$ cat src/pkg/stack_alu_pkg.sv
// ----------------------------------------------------------------------------
// shared constants for the stack-operand alu group
// ----------------------------------------------------------------------------
package stack_alu_pkg;

  // ----------------------------------------------------------------------------
  // instruction encoding
  // ----------------------------------------------------------------------------
  localparam logic [7:0] PREFIX_CODE = 8'h98;  // common first byte
  localparam logic [7:0] SEL_STACK_WORD_OR = 8'he0;  // word or
  localparam logic [7:0] SEL_STACK_BYTE_SUBTRACT = 8'h20;  // byte subtract
  localparam logic [7:0] SEL_STACK_BYTE_SUBTRACT_BORROW = 8'h30;  // byte sub with borrow
  localparam logic [7:0] SEL_STACK_WORD_SUBTRACT = 8'ha0;  // word subtract
  localparam logic [7:0] SEL_STACK_WORD_SUBTRACT_BORROW = 8'hb0;  // word sub with borrow

  // ----------------------------------------------------------------------------
  // steps and reset values
  // ----------------------------------------------------------------------------
  localparam logic [15:0] PC_STEP = 16'h0002;  // prefix plus selector
  localparam logic [15:0] SP_STEP = 16'h0001;  // one byte per decrement
  localparam logic [7:0] BYTE_RESET = 8'h00;  // data registers after reset
  localparam logic [15:0] WORD_RESET = 16'h0000;  // pointers after reset
  localparam int BYTE_NIBBLE_EDGE = 4;  // aux borrow boundary, byte forms
  localparam int WORD_NIBBLE_EDGE = 12;  // aux borrow boundary, word forms

  // ----------------------------------------------------------------------------
  // operation and sequencer types
  // ----------------------------------------------------------------------------
  typedef enum {
    OP_NONE,
    OP_WORD_OR,
    OP_BYTE_SUB,
    OP_BYTE_SUBB,
    OP_WORD_SUB,
    OP_WORD_SUBB
  } op_type;

  typedef enum {
    ST_IDLE,
    ST_BYTE_WAIT,
    ST_BYTE_TAKE,
    ST_WORD_WAIT,
    ST_WORD_TAKE_LO,
    ST_WORD_TAKE_HI
  } state_type;

endpackage : stack_alu_pkg

$ cat src/stack_operand_alu_ops.sv
`timescale 1ns/1ps
// Operation
// - word or: pair or stacked word, flags kept
// - byte subtract: accumulator minus stacked byte
// - byte subtract with borrow also takes carry as borrow
// - word subtract: pair minus stacked word
// - word subtract with borrow also takes carry as borrow
// - byte forms read at pointer, decrement once
// - word forms decrement, read word, decrement again
// - program counter advances by two
module stack_operand_alu_ops
  import stack_alu_pkg::*;
(
  input wire logic i_clk_sys,  // core clock
  input wire logic i_rst,  // async, active high
  input wire logic i_start,  // one-cycle request from decode
  input wire logic [7:0] i_prefix,  // first instruction byte
  input wire logic [7:0] i_selector,  // second instruction byte
  input wire logic [7:0] i_acc,  // accumulator at start
  input wire logic [7:0] i_breg,  // high register of the pair at start
  input wire logic [15:0] i_stack_pointer,  // stack pointer at start
  input wire logic [15:0] i_pc,  // program counter at start
  input wire logic i_carry_flag,  // flags at start
  input wire logic i_aux_carry_flag,
  input wire logic i_overflow_flag,
  input wire logic [7:0] i_ram_rdata,  // ram byte, valid one cycle after read
  output logic [15:0] o_ram_addr,  // ram read address
  output logic o_ram_rd,  // ram read strobe
  output logic o_busy,  // instruction in progress
  output logic o_done,  // one-cycle completion pulse
  output logic o_unsupported,  // one-cycle pulse: request not in this group
  output logic [7:0] o_acc,  // results, held until next completion
  output logic [7:0] o_breg,
  output logic [15:0] o_stack_pointer,
  output logic [15:0] o_pc,
  output logic o_carry_flag,
  output logic o_aux_carry_flag,
  output logic o_overflow_flag
);

  // ----------------------------------------------------------------------------
  // decode
  // ----------------------------------------------------------------------------
  // maps the two instruction bytes onto an operation of this group
  function automatic op_type decode_op(input logic [7:0] prefix, input logic [7:0] sel);
    op_type op;
    op = OP_NONE;
    if (prefix == PREFIX_CODE) begin
      unique case (sel)
        SEL_STACK_WORD_OR: op = OP_WORD_OR;
        SEL_STACK_BYTE_SUBTRACT: op = OP_BYTE_SUB;
        SEL_STACK_BYTE_SUBTRACT_BORROW: op = OP_BYTE_SUBB;
        SEL_STACK_WORD_SUBTRACT: op = OP_WORD_SUB;
        SEL_STACK_WORD_SUBTRACT_BORROW: op = OP_WORD_SUBB;
        default: op = OP_NONE;  // other selectors belong elsewhere
      endcase
    end
    return op;
  endfunction : decode_op

  // ----------------------------------------------------------------------------
  // state
  // ----------------------------------------------------------------------------
  state_type state_q, state_d;  // sequencer
  op_type op_q, op_d;  // operation in flight
  logic [7:0] acc_q, acc_d;  // captured accumulator
  logic [7:0] breg_q, breg_d;  // captured high register
  logic [15:0] sp_q, sp_d;  // captured stack pointer
  logic [15:0] pc_q, pc_d;  // captured program counter
  logic cy_q, cy_d;  // captured flags
  logic ac_q, ac_d;
  logic ov_q, ov_d;
  logic [7:0] low_byte_q, low_byte_d;  // low half of stacked word
  logic [15:0] ram_addr_q, ram_addr_d;
  logic ram_rd_q, ram_rd_d;
  logic busy_q, busy_d;
  logic done_q, done_d;
  logic unsup_q, unsup_d;
  logic [7:0] out_acc_q, out_acc_d;
  logic [7:0] out_breg_q, out_breg_d;
  logic [15:0] out_sp_q, out_sp_d;
  logic [15:0] out_pc_q, out_pc_d;
  logic out_cy_q, out_cy_d;
  logic out_ac_q, out_ac_d;
  logic out_ov_q, out_ov_d;

  // ----------------------------------------------------------------------------
  // arithmetic units
  // ----------------------------------------------------------------------------
  logic borrow_in;  // carry used only by the borrow forms
  logic [7:0] byte_diff;
  logic byte_cy, byte_ac, byte_ov;
  logic [15:0] word_diff;
  logic byte_borrow_form;
  logic [15:0] pair_value;  // high register over accumulator
  logic [15:0] stack_word;  // higher address over lower address

  assign byte_borrow_form = (op_q == OP_BYTE_SUBB);
  assign borrow_in = (byte_borrow_form || op_q == OP_WORD_SUBB) && cy_q;
  assign pair_value = {breg_q, acc_q};
  assign stack_word = {i_ram_rdata, low_byte_q};
  logic word_cy, word_ac, word_ov;

  // separate units keep each aux boundary a plain constant
  stack_sub_unit #(
    .WIDTH(8),
    .NIBBLE_EDGE(BYTE_NIBBLE_EDGE)
  ) byte_sub (
    .i_minuend(acc_q),
    .i_subtrahend(i_ram_rdata),
    .i_borrow_in(borrow_in),
    .o_diff(byte_diff),
    .o_carry(byte_cy),
    .o_aux_carry(byte_ac),
    .o_overflow(byte_ov)
  );

  // aux borrow for word forms sits at the high byte's nibble edge
  stack_sub_unit #(
    .WIDTH(16),
    .NIBBLE_EDGE(WORD_NIBBLE_EDGE)
  ) word_sub (
    .i_minuend(pair_value),
    .i_subtrahend(stack_word),
    .i_borrow_in(borrow_in),
    .o_diff(word_diff),
    .o_carry(word_cy),
    .o_aux_carry(word_ac),
    .o_overflow(word_ov)
  );

  // ----------------------------------------------------------------------------
  // sequencer next values
  // ----------------------------------------------------------------------------
  always_comb begin
    op_type req_op;
    req_op = decode_op(i_prefix, i_selector);
    state_d = state_q;
    op_d = op_q;
    acc_d = acc_q;
    breg_d = breg_q;
    sp_d = sp_q;
    pc_d = pc_q;
    cy_d = cy_q;
    ac_d = ac_q;
    ov_d = ov_q;
    low_byte_d = low_byte_q;
    ram_addr_d = ram_addr_q;
    ram_rd_d = 1'b0;
    done_d = 1'b0;
    unsup_d = 1'b0;
    out_acc_d = out_acc_q;
    out_breg_d = out_breg_q;
    out_sp_d = out_sp_q;
    out_pc_d = out_pc_q;
    out_cy_d = out_cy_q;
    out_ac_d = out_ac_q;
    out_ov_d = out_ov_q;
    unique case (state_q)
      ST_IDLE: begin
        // requests are only looked at here, so one while busy is dropped
        if (i_start) begin
          op_d = req_op;
          acc_d = i_acc;
          breg_d = i_breg;
          sp_d = i_stack_pointer;
          pc_d = i_pc;
          cy_d = i_carry_flag;
          ac_d = i_aux_carry_flag;
          ov_d = i_overflow_flag;
          unique case (req_op)
            OP_BYTE_SUB, OP_BYTE_SUBB: begin
              ram_addr_d = i_stack_pointer;
              ram_rd_d = 1'b1;
              state_d = ST_BYTE_WAIT;
            end
            OP_WORD_OR, OP_WORD_SUB, OP_WORD_SUBB: begin
              ram_addr_d = i_stack_pointer - SP_STEP;
              ram_rd_d = 1'b1;
              state_d = ST_WORD_WAIT;
            end
            OP_NONE: begin
              unsup_d = 1'b1;  // nothing changes, decode must route it
            end
          endcase
        end
      end
      ST_BYTE_WAIT: begin
        state_d = ST_BYTE_TAKE;  // ram answers next cycle
      end
      ST_BYTE_TAKE: begin
        out_acc_d = byte_diff;
        out_breg_d = breg_q;
        out_cy_d = byte_cy;
        out_ac_d = byte_ac;
        out_ov_d = byte_ov;
        out_sp_d = sp_q - SP_STEP;
        out_pc_d = pc_q + PC_STEP;
        done_d = 1'b1;
        state_d = ST_IDLE;
      end
      ST_WORD_WAIT: begin
        ram_addr_d = sp_q;  // high half at the higher address
        ram_rd_d = 1'b1;
        state_d = ST_WORD_TAKE_LO;
      end
      ST_WORD_TAKE_LO: begin
        low_byte_d = i_ram_rdata;  // pairs with the accumulator
        state_d = ST_WORD_TAKE_HI;
      end
      ST_WORD_TAKE_HI: begin
        if (op_q == OP_WORD_OR) begin
          {out_breg_d, out_acc_d} = pair_value | stack_word;
          out_cy_d = cy_q;  // flags pass through untouched
          out_ac_d = ac_q;
          out_ov_d = ov_q;
        end else begin
          {out_breg_d, out_acc_d} = word_diff;
          out_cy_d = word_cy;
          out_ac_d = word_ac;
          out_ov_d = word_ov;
        end
        out_sp_d = sp_q - SP_STEP - SP_STEP;  // both decrements
        out_pc_d = pc_q + PC_STEP;
        done_d = 1'b1;
        state_d = ST_IDLE;
      end
    endcase
    busy_d = (state_d != ST_IDLE);
  end

  // ----------------------------------------------------------------------------
  // registers
  // ----------------------------------------------------------------------------
  always_ff @(posedge i_clk_sys or posedge i_rst) begin
    if (i_rst) begin
      state_q <= ST_IDLE;
      op_q <= OP_NONE;
      acc_q <= BYTE_RESET;
      breg_q <= BYTE_RESET;
      sp_q <= WORD_RESET;
      pc_q <= WORD_RESET;
      cy_q <= 1'b0;
      ac_q <= 1'b0;
      ov_q <= 1'b0;
      low_byte_q <= BYTE_RESET;
      ram_addr_q <= WORD_RESET;
      ram_rd_q <= 1'b0;
      busy_q <= 1'b0;
      done_q <= 1'b0;
      unsup_q <= 1'b0;
      out_acc_q <= BYTE_RESET;
      out_breg_q <= BYTE_RESET;
      out_sp_q <= WORD_RESET;
      out_pc_q <= WORD_RESET;
      out_cy_q <= 1'b0;
      out_ac_q <= 1'b0;
      out_ov_q <= 1'b0;
    end else begin
      state_q <= state_d;
      op_q <= op_d;
      acc_q <= acc_d;
      breg_q <= breg_d;
      sp_q <= sp_d;
      pc_q <= pc_d;
      cy_q <= cy_d;
      ac_q <= ac_d;
      ov_q <= ov_d;
      low_byte_q <= low_byte_d;
      ram_addr_q <= ram_addr_d;
      ram_rd_q <= ram_rd_d;
      busy_q <= busy_d;
      done_q <= done_d;
      unsup_q <= unsup_d;
      out_acc_q <= out_acc_d;
      out_breg_q <= out_breg_d;
      out_sp_q <= out_sp_d;
      out_pc_q <= out_pc_d;
      out_cy_q <= out_cy_d;
      out_ac_q <= out_ac_d;
      out_ov_q <= out_ov_d;
    end
  end

  // ----------------------------------------------------------------------------
  // outputs, all straight from flip-flops
  // ----------------------------------------------------------------------------
  assign o_ram_addr = ram_addr_q;
  assign o_ram_rd = ram_rd_q;
  assign o_busy = busy_q;
  assign o_done = done_q;
  assign o_unsupported = unsup_q;
  assign o_acc = out_acc_q;
  assign o_breg = out_breg_q;
  assign o_stack_pointer = out_sp_q;
  assign o_pc = out_pc_q;
  assign o_carry_flag = out_cy_q;
  assign o_aux_carry_flag = out_ac_q;
  assign o_overflow_flag = out_ov_q;

endmodule : stack_operand_alu_ops

$ cat src/stack_sub_unit.sv
`timescale 1ns/1ps
// ----------------------------------------------------------------------------
// subtractor with borrow, aux borrow and signed overflow
// ----------------------------------------------------------------------------
module stack_sub_unit #(
  parameter int WIDTH = 8,  // operand width
  parameter int NIBBLE_EDGE = 4  // bit position whose borrow feeds aux flag
) (
  input wire logic [WIDTH-1:0] i_minuend,  // register side
  input wire logic [WIDTH-1:0] i_subtrahend,  // stack side
  input wire logic i_borrow_in,  // carry flag for borrow forms, else zero
  output logic [WIDTH-1:0] o_diff,  // difference
  output logic o_carry,  // borrow out of top bit
  output logic o_aux_carry,  // borrow out of nibble boundary
  output logic o_overflow  // two's complement overflow
);

  logic [WIDTH:0] full_diff;  // one extra bit catches the borrow
  logic [NIBBLE_EDGE:0] part_diff;  // low part only, for aux borrow

  // ----------------------------------------------------------------------------
  // arithmetic
  // ----------------------------------------------------------------------------
  always_comb begin
    full_diff = {1'b0, i_minuend} - {1'b0, i_subtrahend} - {{WIDTH{1'b0}}, i_borrow_in};
    part_diff = {1'b0, i_minuend[NIBBLE_EDGE-1:0]} - {1'b0, i_subtrahend[NIBBLE_EDGE-1:0]}
              - {{NIBBLE_EDGE{1'b0}}, i_borrow_in};
    o_diff = full_diff[WIDTH-1:0];
    o_carry = full_diff[WIDTH];
    o_aux_carry = part_diff[NIBBLE_EDGE];
    // signs differ and result sign left the minuend's: signed overflow
    o_overflow = (i_minuend[WIDTH-1] != i_subtrahend[WIDTH-1])
               && (full_diff[WIDTH-1] != i_minuend[WIDTH-1]);
  end

endmodule : stack_sub_unit
$ cat config.mk
export PLATFORM = sky130hd
export DESIGN_NAME = stack_operand_alu_ops
export DESIGN_NICKNAME = d
export VERILOG_FILES = /design/src/pkg/stack_alu_pkg.sv /design/src/stack_operand_alu_ops.sv /design/src/stack_sub_unit.sv
export SDC_FILE = /design/constraint.sdc
export NUM_CORES = 1
export LEC_CHECK = 0
export BUFFER_PORTS_ARGS = -buffer_cell sky130_fd_sc_hd__buf_4
export CAP_MARGIN = 20
export CELL_PAD_IN_SITES_DETAIL_PLACEMENT = 1
export CELL_PAD_IN_SITES_GLOBAL_PLACEMENT = 2
export CORE_MARGIN = 2
export CORE_UTILIZATION = 33
export CTS_BUF_LIST = sky130_fd_sc_hd__clkbuf_8
export CTS_CLUSTER_SIZE = 24
export DETAILED_ROUTE_END_ITERATION = 10
export PLACE_DENSITY_LB_ADDON = 0.1
export SYNTH_ARGS = -nofsm -noshare
export SYNTH_HDL_FRONTEND = slang
export SYNTH_SLANG_ARGS = --single-unit
$ cat constraint.sdc
create_clock -name i_clk_sys -period 6.1 [get_ports i_clk_sys]
set_input_delay 1.83 -clock i_clk_sys [delete_from_list [all_inputs] [get_ports i_clk_sys]]
set_output_delay 1.83 -clock i_clk_sys [all_outputs]
set_load 0.02 [all_outputs]
# After elaboration in Yosys (flattened, before gate mapping)
# Index checks and enable logic that the tools add are counted.
[word_totals]
regBits = 194
latch_bits = 0
ram_bits = 0
mem_bits_ro = 0
input_bits = 78
out_inout_bits = 71
n_memories = 0
[op_classes]
addsub = 12
mul = 0
div_mod_pow = 0
n_lt_le_gt_ge = 0
n_eq_ne = 25
shifts = 0
mux = 26
n_bitwise = 1
reduce_logical = 15
[op_table]
columns = ["op", "n"]
rows = [
  ["$eq A32 B2 Y1 const B", 5],
  ["$eq A32 B3 Y1 const B", 5],
  ["$pmux W32 S5", 1],
  ["$pmux W16 S2", 3],
  ["$eq A32 B1 Y1 const B", 2],
  ["$logic_not A32 Y1", 2],
  ["$pmux W32 S2", 1],
  ["$sub A16 B1 Y16 const B", 3],
  ["$eq A32 B4 Y1 const B", 1],
  ["$eq A8 B8 Y1 const B", 4],
  ["$mux W32", 1],
  ["$pmux W8 S2", 2],
  ["$reduce_bool A32 Y1", 1],
  ["$sub A16 B16 Y17", 1],
  ["$sub A17 B1 Y17", 1],
  ["$add A16 B2 Y16 const B", 1],
  ["$eq A8 B6 Y1 const B", 2],
  ["$mux W16", 1],
  ["$mux W8", 2],
  ["$or A16 B16 Y16", 1],
  ["$pmux W3 S5", 1],
  ["$sub A12 B12 Y13", 1],
  ["$sub A13 B1 Y13", 1],
  ["$mux W1", 9],
  ["17 further kinds", 27],
]

# Logic depth before layout (Yosys ltp)
# Gate-level depths: netlist (run 1).
[logic_depth]
word_depth = 9
ltp_mapped = 12

# Hierarchy
# A second synthesis (run 1) with hierarchy kept.
[unflattened]
hier_cells = 998
area_unflattened_um2 = 9864.5
[by_module_without_submodules]
columns = ["module", "instances", "cells_per_inst", "area_per_inst_um2", "seq_area_each_um2"]
rows = [
  ["stack_operand_alu_ops", 1, 744, 8052.7, 4129.0],
  ["stack_sub_unit (word_sub)", 1, 173, 1211.2, 0.0],
  ["stack_sub_unit (byte_sub)", 1, 81, 600.6, 0.0],
]

# Worst setup path before layout (run 1)
# OpenSTA, ideal clock, no wires.
[synth_path]
kind = "input-to-reg"
start = "input i_ram_rdata[0]"
end = "register out_cy_q (netlist: o_carry_flag)"
setup_time_ns = 0.082
arrival_time_ns = 3.946
required_time_ns = 6.018
slack_ns = 2.072
path_stages = 10
path_buffers = 0
path_cell_list = "inv_1 > fa_1 > fa_1 > nand2b_1 > a21oi_1 > o21ai_0 > a21oi_1 > o21ai_0 > a211o_1 > a31oi_1"
[synth_via]
elab_chain_len = 4
elab_cells_between_ends = 6
[synth_rtl]
columns = ["item", "line", "rtl"]
rows = [
  ["start: declaration", "stack_operand_alu_ops.sv:26", "input wire logic [7:0] i_ram_rdata,"],
  ["$sub A16 B16 Y17", "stack_sub_unit.sv:25", "full_diff = {1'b0, i_minuend} - {1'b0, i_subtrahend} - {{WIDTH{1'b0}}, i_borrow_in};"],
  ["$sub A17 B1 Y17", "stack_sub_unit.sv:25", ""],
  ["$mux W1", "stack_operand_alu_ops.sv:212", "if (op_q == OP_WORD_OR) begin"],
  ["$pmux W1 S2 (*)", "stack_operand_alu_ops.sv:159", "unique case (state_q)"],
  ["end signal: assignment", "stack_operand_alu_ops.sv:279", "out_cy_q <= out_cy_d;"],
  ["end: declaration", "stack_operand_alu_ops.sv:83", "logic out_cy_q, out_cy_d;"],
]
# Mark *: on every way between the ends. The rest lies on a longest branch, timed or not.
# A chain may end at the register's enable or synchronous reset.

# Worst setup path in the final report (run 1)
# Same ends and word-level chain as after synthesis.

==> results of run 1 <==
## cells in the mapped netlist, drive strengths merged, types with 4 or more instances
library cell / instances / area share (%)
dfrtp: 165 / 43
nand2: 116 / 4.5
inv: 74 / 2.9
o21ai: 63 / 3.3
ha: 62 / 8.1
nor2: 58 / 2.3
mux2: 51 / 6.0
a21oi: 40 / 2.1
xnor2: 40 / 3.6
nand3: 34 / 1.8
and2: 33 / 2.2
clkbuf: 33 / 1.3
xor2: 26 / 2.4
nor4: 19 / 1.5
nor3: 18 / 1.0
a211oi: 17 / 1.3
and3: 12 / 0.78
o22ai: 12 / 0.78
a31oi: 11 / 0.71
buf: 11 / 0.66
mux2i: 10 / 1.0
nand2b: 8 / 0.52
nand4: 8 / 0.52
o211ai: 8 / 0.62
a21o: 6 / 0.47
or2: 5 / 0.32
fa: 4 / 0.83
nand3b: 4 / 0.31
o31ai: 4 / 0.31
## routing by layer
metal,up-vias,track usage (%),wire length [um]
li1,3770,-,-
met3,8,2.81,809
met5,-,0,0
met4,0,3.23,159
met2,114,28.8,12400
met1,3752,25.9,13800
## flip-flops by register name, indices dropped and copies added, names as in the netlist, 3 cells and up
signal           flops
o_pc                16
state_q             32
o_breg               8
o_ram_addr          16
acc_q                8
breg_q               8
pc_q                16
o_acc                8
o_stack_pointer     16
sp_q                16
low_byte_q           8
op_q                 3
## cell families (layout without fill, tap and decap cells)
kind of cell    Yosys count  after routing  synth area share, %
xor+xnor                 67             67                 6.24
flops                   165            165                 42.9
mux                      61             61                 7.00
fa+ha+maj                66             66                 8.89
buf+inv                 119            262                 4.87
compound gates          196            196                 12.9
simple gates            332            332                 17.2
## worst paths after layout
check                                     from         endpoint  depth (start not counted)
worst max register to register         op_q[2]  o_overflow_flag                         12
worst min-delay path                   pc_q[0]          o_pc[0]                          2
max in group asynchronous                i_rst          sp_q[0]                          3
worst max-delay path            i_ram_rdata[0]     o_carry_flag                         11
worst min register to register         pc_q[0]          o_pc[0]                          2
min in group asynchronous                i_rst         acc_q[7]                          3
## cell type report
type	count	area, sq um
repair buffers	155	1170
flip-flops and latches	165	4130
inverters	75	285
clock buffers	17	234
well taps	384	480
multi-input cells	722	5050
clock inverters	15	158
fillers	3285	17200
## per-stage QoR
step / hold slack, ps / util (%)
after floorplan: 433 / -
after global placement: 446 / 38.7
after detailed placement: 455 / 38.7
after CTS: 484 / 40.1
after global routing: 501 / 40.1
final: 488 / 40.1
## layout by cell type, fill, tap and decap left out, drive strengths merged, types with 5 or more instances in the layout
master	n
nand2	116
ha	62
a21oi	40
a211oi	17
and3	12
nand2b	8
o21ai	63
xnor2	40
clkbuf	17
nor3	18
o211ai	8
inv	81
clkinv	7
nor4	19
a21o	6
nand4	8
and2	33
or2	5
mux2	51
a31oi	11
o22ai	12
mux2i	10
buf	155
nor2	58
nand3	34
xor2	26
dfrtp	165
## critical path, cell delays in order
cell	delay, ps
buf_4	100
inv_1	70
fa_1	480
fa_1	410
nand2b_1	180
a21oi_1	300
o21ai_0	140
a21oi_1	300
o21ai_0	150
a211o_1	270
a31oi_1	130
## power breakdown
group	internal (mW)	total, mW	switching (mW)
combinational	1.58	3.69	2.10
sequential	1.54	1.96	0.426
clock	0.307	0.809	0.502
total	3.43	6.46	3.03
==> impl_metrics.csv, run 1 <==
group,metric,value,unit
run_status,status,"completed",
min_path,worst_hold_path_type,"reg -> reg",
worst_setup_path,critical_path_fanout_max,3,
power_and_ir_drop,leakage,5.29,nW
sta,final_min_period_over_clock_period,65.2,%
placed_design,port-buffer-count,148,
floorplan,floorplan.initialDensity,33.6,%
clocking,hold_buffers,0,
clocking,max_h_tree_level,4,
synthesis,synth_fp_nets,1150,
sta,setup_viol_count_final,0,
clocking,count_of_buffers_added_by_post_cts_timing_repair_for_setup,0,
clocking,clock_sink_count,165,
floorplan,floorplan.io_pins,149,
finish,area_growth_syn_to_layout,19.5,%
sta,setup_repair_after_global_routing_missed_its_margin,"false",
finish,antenna-diode-count,0,
floorplan,std_cell_rows,62,
route,detail_route.vias_per_cell,4.99,
worst_setup_path,critPathCaptureType,"flip-flop",
clocking,cts_tree,"yes",
synthesis,sequential_share_of_the_synthesized_area,42.9,%
clocking,numCtsBuffers,17,
clocking,clock_tree.root_cell,"clkbuf_8",
clocking,insertion_delay,460,ps
floorplan,die_h,175,um
route,drc,0,
route,routed_wirelength,27100,um
synthesis,synthArstFlopShare,100,%
synthesis,synth_area,9630,sq um
run,cap_violations,0,
finish,post_layout_nonfiller_instances,1533,
power_and_ir_drop,total_power,6.46,mW
placed_design,place_ws,1660,ps
worst_setup_path,worst-setup-path-type,"in -> reg",
global_route,gr-total-overflow,0,
route,dr.first_iter.drc_count,417,
placed_design,hpwlAfterDp,19500,um
route,wl_per_cell,17.7,um
sta,worst_slack,2120,ps
worst_setup_path,cp_data_arrival_time,4350,ps
synthesis,synth_cells,1006,
global_route,grt_first_pass_wirelength,43400,um
worst_setup_path,worst-r2r-setup-slack,2270,ps
clocking,ctsResizeCount,0,
synthesis,syn_area_per_cell,9.57,sq um
power_and_ir_drop,worst_ir_drop_vdd,0.153,mV
finish,layout-drive-gt1-share,22.5,%
synthesis,number_of_synthesized_flops_with_an_enable_pin,0,
sta,setup_tns,0,ps
finish,number_of_nets_in_the_final_layout,1280,
worst_setup_path,cp_required,6470,ps
sta,clock_skew,27.7,ps
global_route,grt_pass1_vias,7862,
worst_setup_path,start_kind,"input pin",
finish,design_area,11500,sq um
global_route,antenna_found_initial,0,
floorplan,die_width,175,um
synthesis,ys_seq_elements,165,
global_route,track_usage,17.9,%
power_and_ir_drop,power.density_cell_area,561,nW/um^2
global_route,grt_start_max_net_pins,166,
route,dr.pass1.iters,4,
route,detailroute.via_count,7644,
sta,final_hold_viol_count,0,
floorplan,core,28700,sq um
clocking,clk_path_buf_depth,2,
sta,final-max-slew-violation-count,0,
placed_design,post-place-cells,1500,
synthesis,synth.distinct_cells,77,
placed_design,placed_area,11100,sq um
sta,layout_min_cycle_time,3980,ps
synthesis,yosys_warnings,0,
sta,relSlewSlack,34.2,%
floorplan,fp.dieArea,30600,sq um
sta,worst-slew-pin-transition,980,ps
synthesis,ys.flop_type,"dfrtp_1",
clocking,path_clk_slew,120,ps
route,detail-route-antenna-nets,0,
placed_design,finalWeightedCongestion,0.773,
sta,maximum_frequency_from_static_timing_analysis,252,MHz
Note: power is estimated with default switching activity, not from simulation.
==> run 2, diff against run 1 <==
==> constraint.sdc (replaced) <==
create_clock -name i_clk_sys -period 4.05 [get_ports i_clk_sys]
set_input_delay 1.215 -clock i_clk_sys [delete_from_list [all_inputs] [get_ports i_clk_sys]]
set_output_delay 1.215 -clock i_clk_sys [all_outputs]
set_load 0.02 [all_outputs]
==> impl_metrics.csv, run 2 (synthesized netlist as in run 1, its figures left out) <==
group,metric,value,unit
floorplan,die_width,175,um
power_and_ir_drop,leakage,5.36,nW
placed_design,placed_area,11200,sq um
global_route,track_usage,18.5,%
clocking,path_clk_slew,100,ps
clocking,insertion_delay,480,ps
worst_setup_path,critical_path_fanout_max,4,
sta,worst-slew-pin-transition,962,ps
worst_setup_path,slowest_delay,530,ps
finish,reg_with_most_ffs,"state_q",
worst_setup_path,crit_slowest_cell,"a2111oi_2",
route,drc,0,
clocking,hold_buffers,0,
sta,setup_repair_after_global_routing_missed_its_margin,"false",
clocking,cts_tree,"yes",
power_and_ir_drop,cellInternalPower,5.32,mW
floorplan,die_h,175,um
sta,setup_viol_count_final,0,
floorplan,core,28700,sq um
route,detail_route.vias_per_cell,4.95,
power_and_ir_drop,power.density_cell_area,843,nW/um^2
route,wl_per_cell,17.6,um
sta,maximum_frequency_from_static_timing_analysis,290,MHz
sta,final-max-slew-violation-count,0,
global_route,grt_start_max_net_pins,84,
min_path,worst_hold_path_type,"reg -> reg",
finish,antenna-diode-count,0,
finish,largest_register_ffs,32,
floorplan,std_cell_rows,62,
clocking,ctsResizeCount,0,
worst_setup_path,critPathCaptureType,"flip-flop",
global_route,grt_first_pass_wirelength,44600,um
placed_design,finalWeightedCongestion,0.760,
global_route,grt_pass1_vias,8090,
power_and_ir_drop,power.switching_fraction,45.7,%
clocking,clk_path_buf_depth,2,
worst_setup_path,crit_path_cell_trace,"xor2_1 -> nand3_1 -> fa_1 -> ha_1 -> nor4_1 -> a211oi_1 -> a2111oi_2 -> o31ai_1 -> a21oi_1 -> xnor3_1 -> o221ai_1",
finish,area_growth_syn_to_layout,20.6,%
worst_setup_path,cp_data_arrival_time,3840,ps
sta,setup_tns,0,ps
route,detailroute.via_count,7640,
route,dr.pass1.iters,6,
worst_setup_path,start_kind,"flip-flop",
power_and_ir_drop,seqPwrFrac,30.2,%
placed_design,port-buffer-count,148,
finish,nFillCells,3317,
global_route,antenna_found_initial,0,
worst_setup_path,cp_required,4440,ps
global_route,gr-total-overflow,0,
clocking,max_h_tree_level,4,
finish,number_of_nets_in_the_final_layout,1291,
clocking,numCtsBuffers,17,
sta,final_min_period_over_clock_period,85.1,%
finish,final_util,40.5,%
power_and_ir_drop,total_power,9.79,mW
floorplan,floorplan.initialDensity,33.6,%
run,cap_violations,0,
sta,final_hold_viol_count,0,
floorplan,floorplan.io_pins,149,
clocking,clock_tree.root_cell,"clkbuf_8",
floorplan,fp.dieArea,30600,sq um
finish,layout.cells.most_common_list,"dfrtp_1, buf_4, nand2_1",
sta,layout_min_cycle_time,3450,ps
run_status,status,"completed",
finish,final_common_cell,"dfrtp_1",
power_and_ir_drop,share_comb_of_total_power,56.5,%
finish,layout-drive-gt1-share,23.3,%
power_and_ir_drop,net-switching-power,4.48,mW
route,detail-route-antenna-nets,0,
placed_design,hpwlAfterDp,20100,um
power_and_ir_drop,clkPwrFrac,13.3,%
worst_setup_path,worst-setup-path-type,"reg -> reg",
route,routed_wirelength,27200,um
sta,clock_skew,17.7,ps
route,dr.first_iter.drc_count,332,
power_and_ir_drop,worst_ir_drop_vdd,0.264,mV
clocking,clock_sink_count,165,
finish,design_area,11600,sq um
clocking,count_of_buffers_added_by_post_cts_timing_repair_for_setup,0,
sta,relSlewSlack,35.9,%
==> run 2: cell count changes in the layout (fill, tap and decap cells not counted), moves of 2 or more <==
cell / before / now
buf_4: 153 / 164
bufinv_16: 0 / 2
clkinv_2: 0 / 2
clkinv_8: 3 / 0
==> run 2: worst max-delay path, delay by kind of cell (launching register included) <==
kind / cells / cell delay, ps
xor gates and xnor gates: 2 / 420
DFF: 1 / 430
and+or+nand+nor: 2 / 540
AOI/OAI and AO/OA: 5 / 1260
adders and majority gates: 2 / 710
==> run 2: worst paths after layout <==
check | start | endpoint | slack [ps] | cells past startpoint
worst max-delay path | op_q[2] | o_overflow_flag | 600 | 11
worst min-delay path | pc_q[0] | o_pc[0] | 460 | 2
worst max register to register | op_q[2] | o_overflow_flag | 600 | 11
worst min register to register | pc_q[0] | o_pc[0] | 460 | 2
max in group asynchronous | i_rst | pc_q[0] | 2530 | 3
min in group asynchronous | i_rst | o_pc[5] | 700 | 2
==> run 2: power by group through the flow <==
stage	clock network [mW]	logic [mW]	registers, mW
5_1_grt	1.42	6.22	3.08
6_report	1.31	5.53	2.96
3_3_place_gp	0	5.55	2.98
2_1_floorplan	0	3.61	3.14
4_1_cts	1.36	5.62	2.97
3_5_place_dp	0	5.59	3.00
==> run 2: cell type report <==
cell class | count | area, sq um | share of cell area [%]
multi-input cells | 722 | 5050 | 43.5
flip-flops and latches | 165 | 4130 | 35.5
repair buffers | 166 | 1260 | 10.8
well taps | 384 | 480 | 4.14
inverters | 75 | 285 | 2.46
clock buffers | 18 | 248 | 2.13
clock inverters | 14 | 168 | 1.44
==> run 2: stage by stage <==
| step | hold WS [ps] | setup slack [ps] | std cells |
|---|---|---|---|
| finish | 460 | 604 | 1544 |
| global route | 492 | 310 | 1544 |
| CTS | 465 | 562 | 1544 |
| detailed placement | 450 | 243 | 1512 |
| global placement | 447 | 267 | 1511 |
| floorplan | 433 | 637 | 1006 |
==> run 2: metal layers <==
layer / track usage (%) / share of wire, % / wire length [um] / up-vias
li1: - / - / - / 3774
met1: 26.3 / 49 / 13500 / 3726
met2: 29.4 / 46 / 12500 / 125
met3: 3.35 / 3.6 / 986 / 15
met4: 4.41 / 0.96 / 261 / 0
met5: 0 / 0 / 0 / -
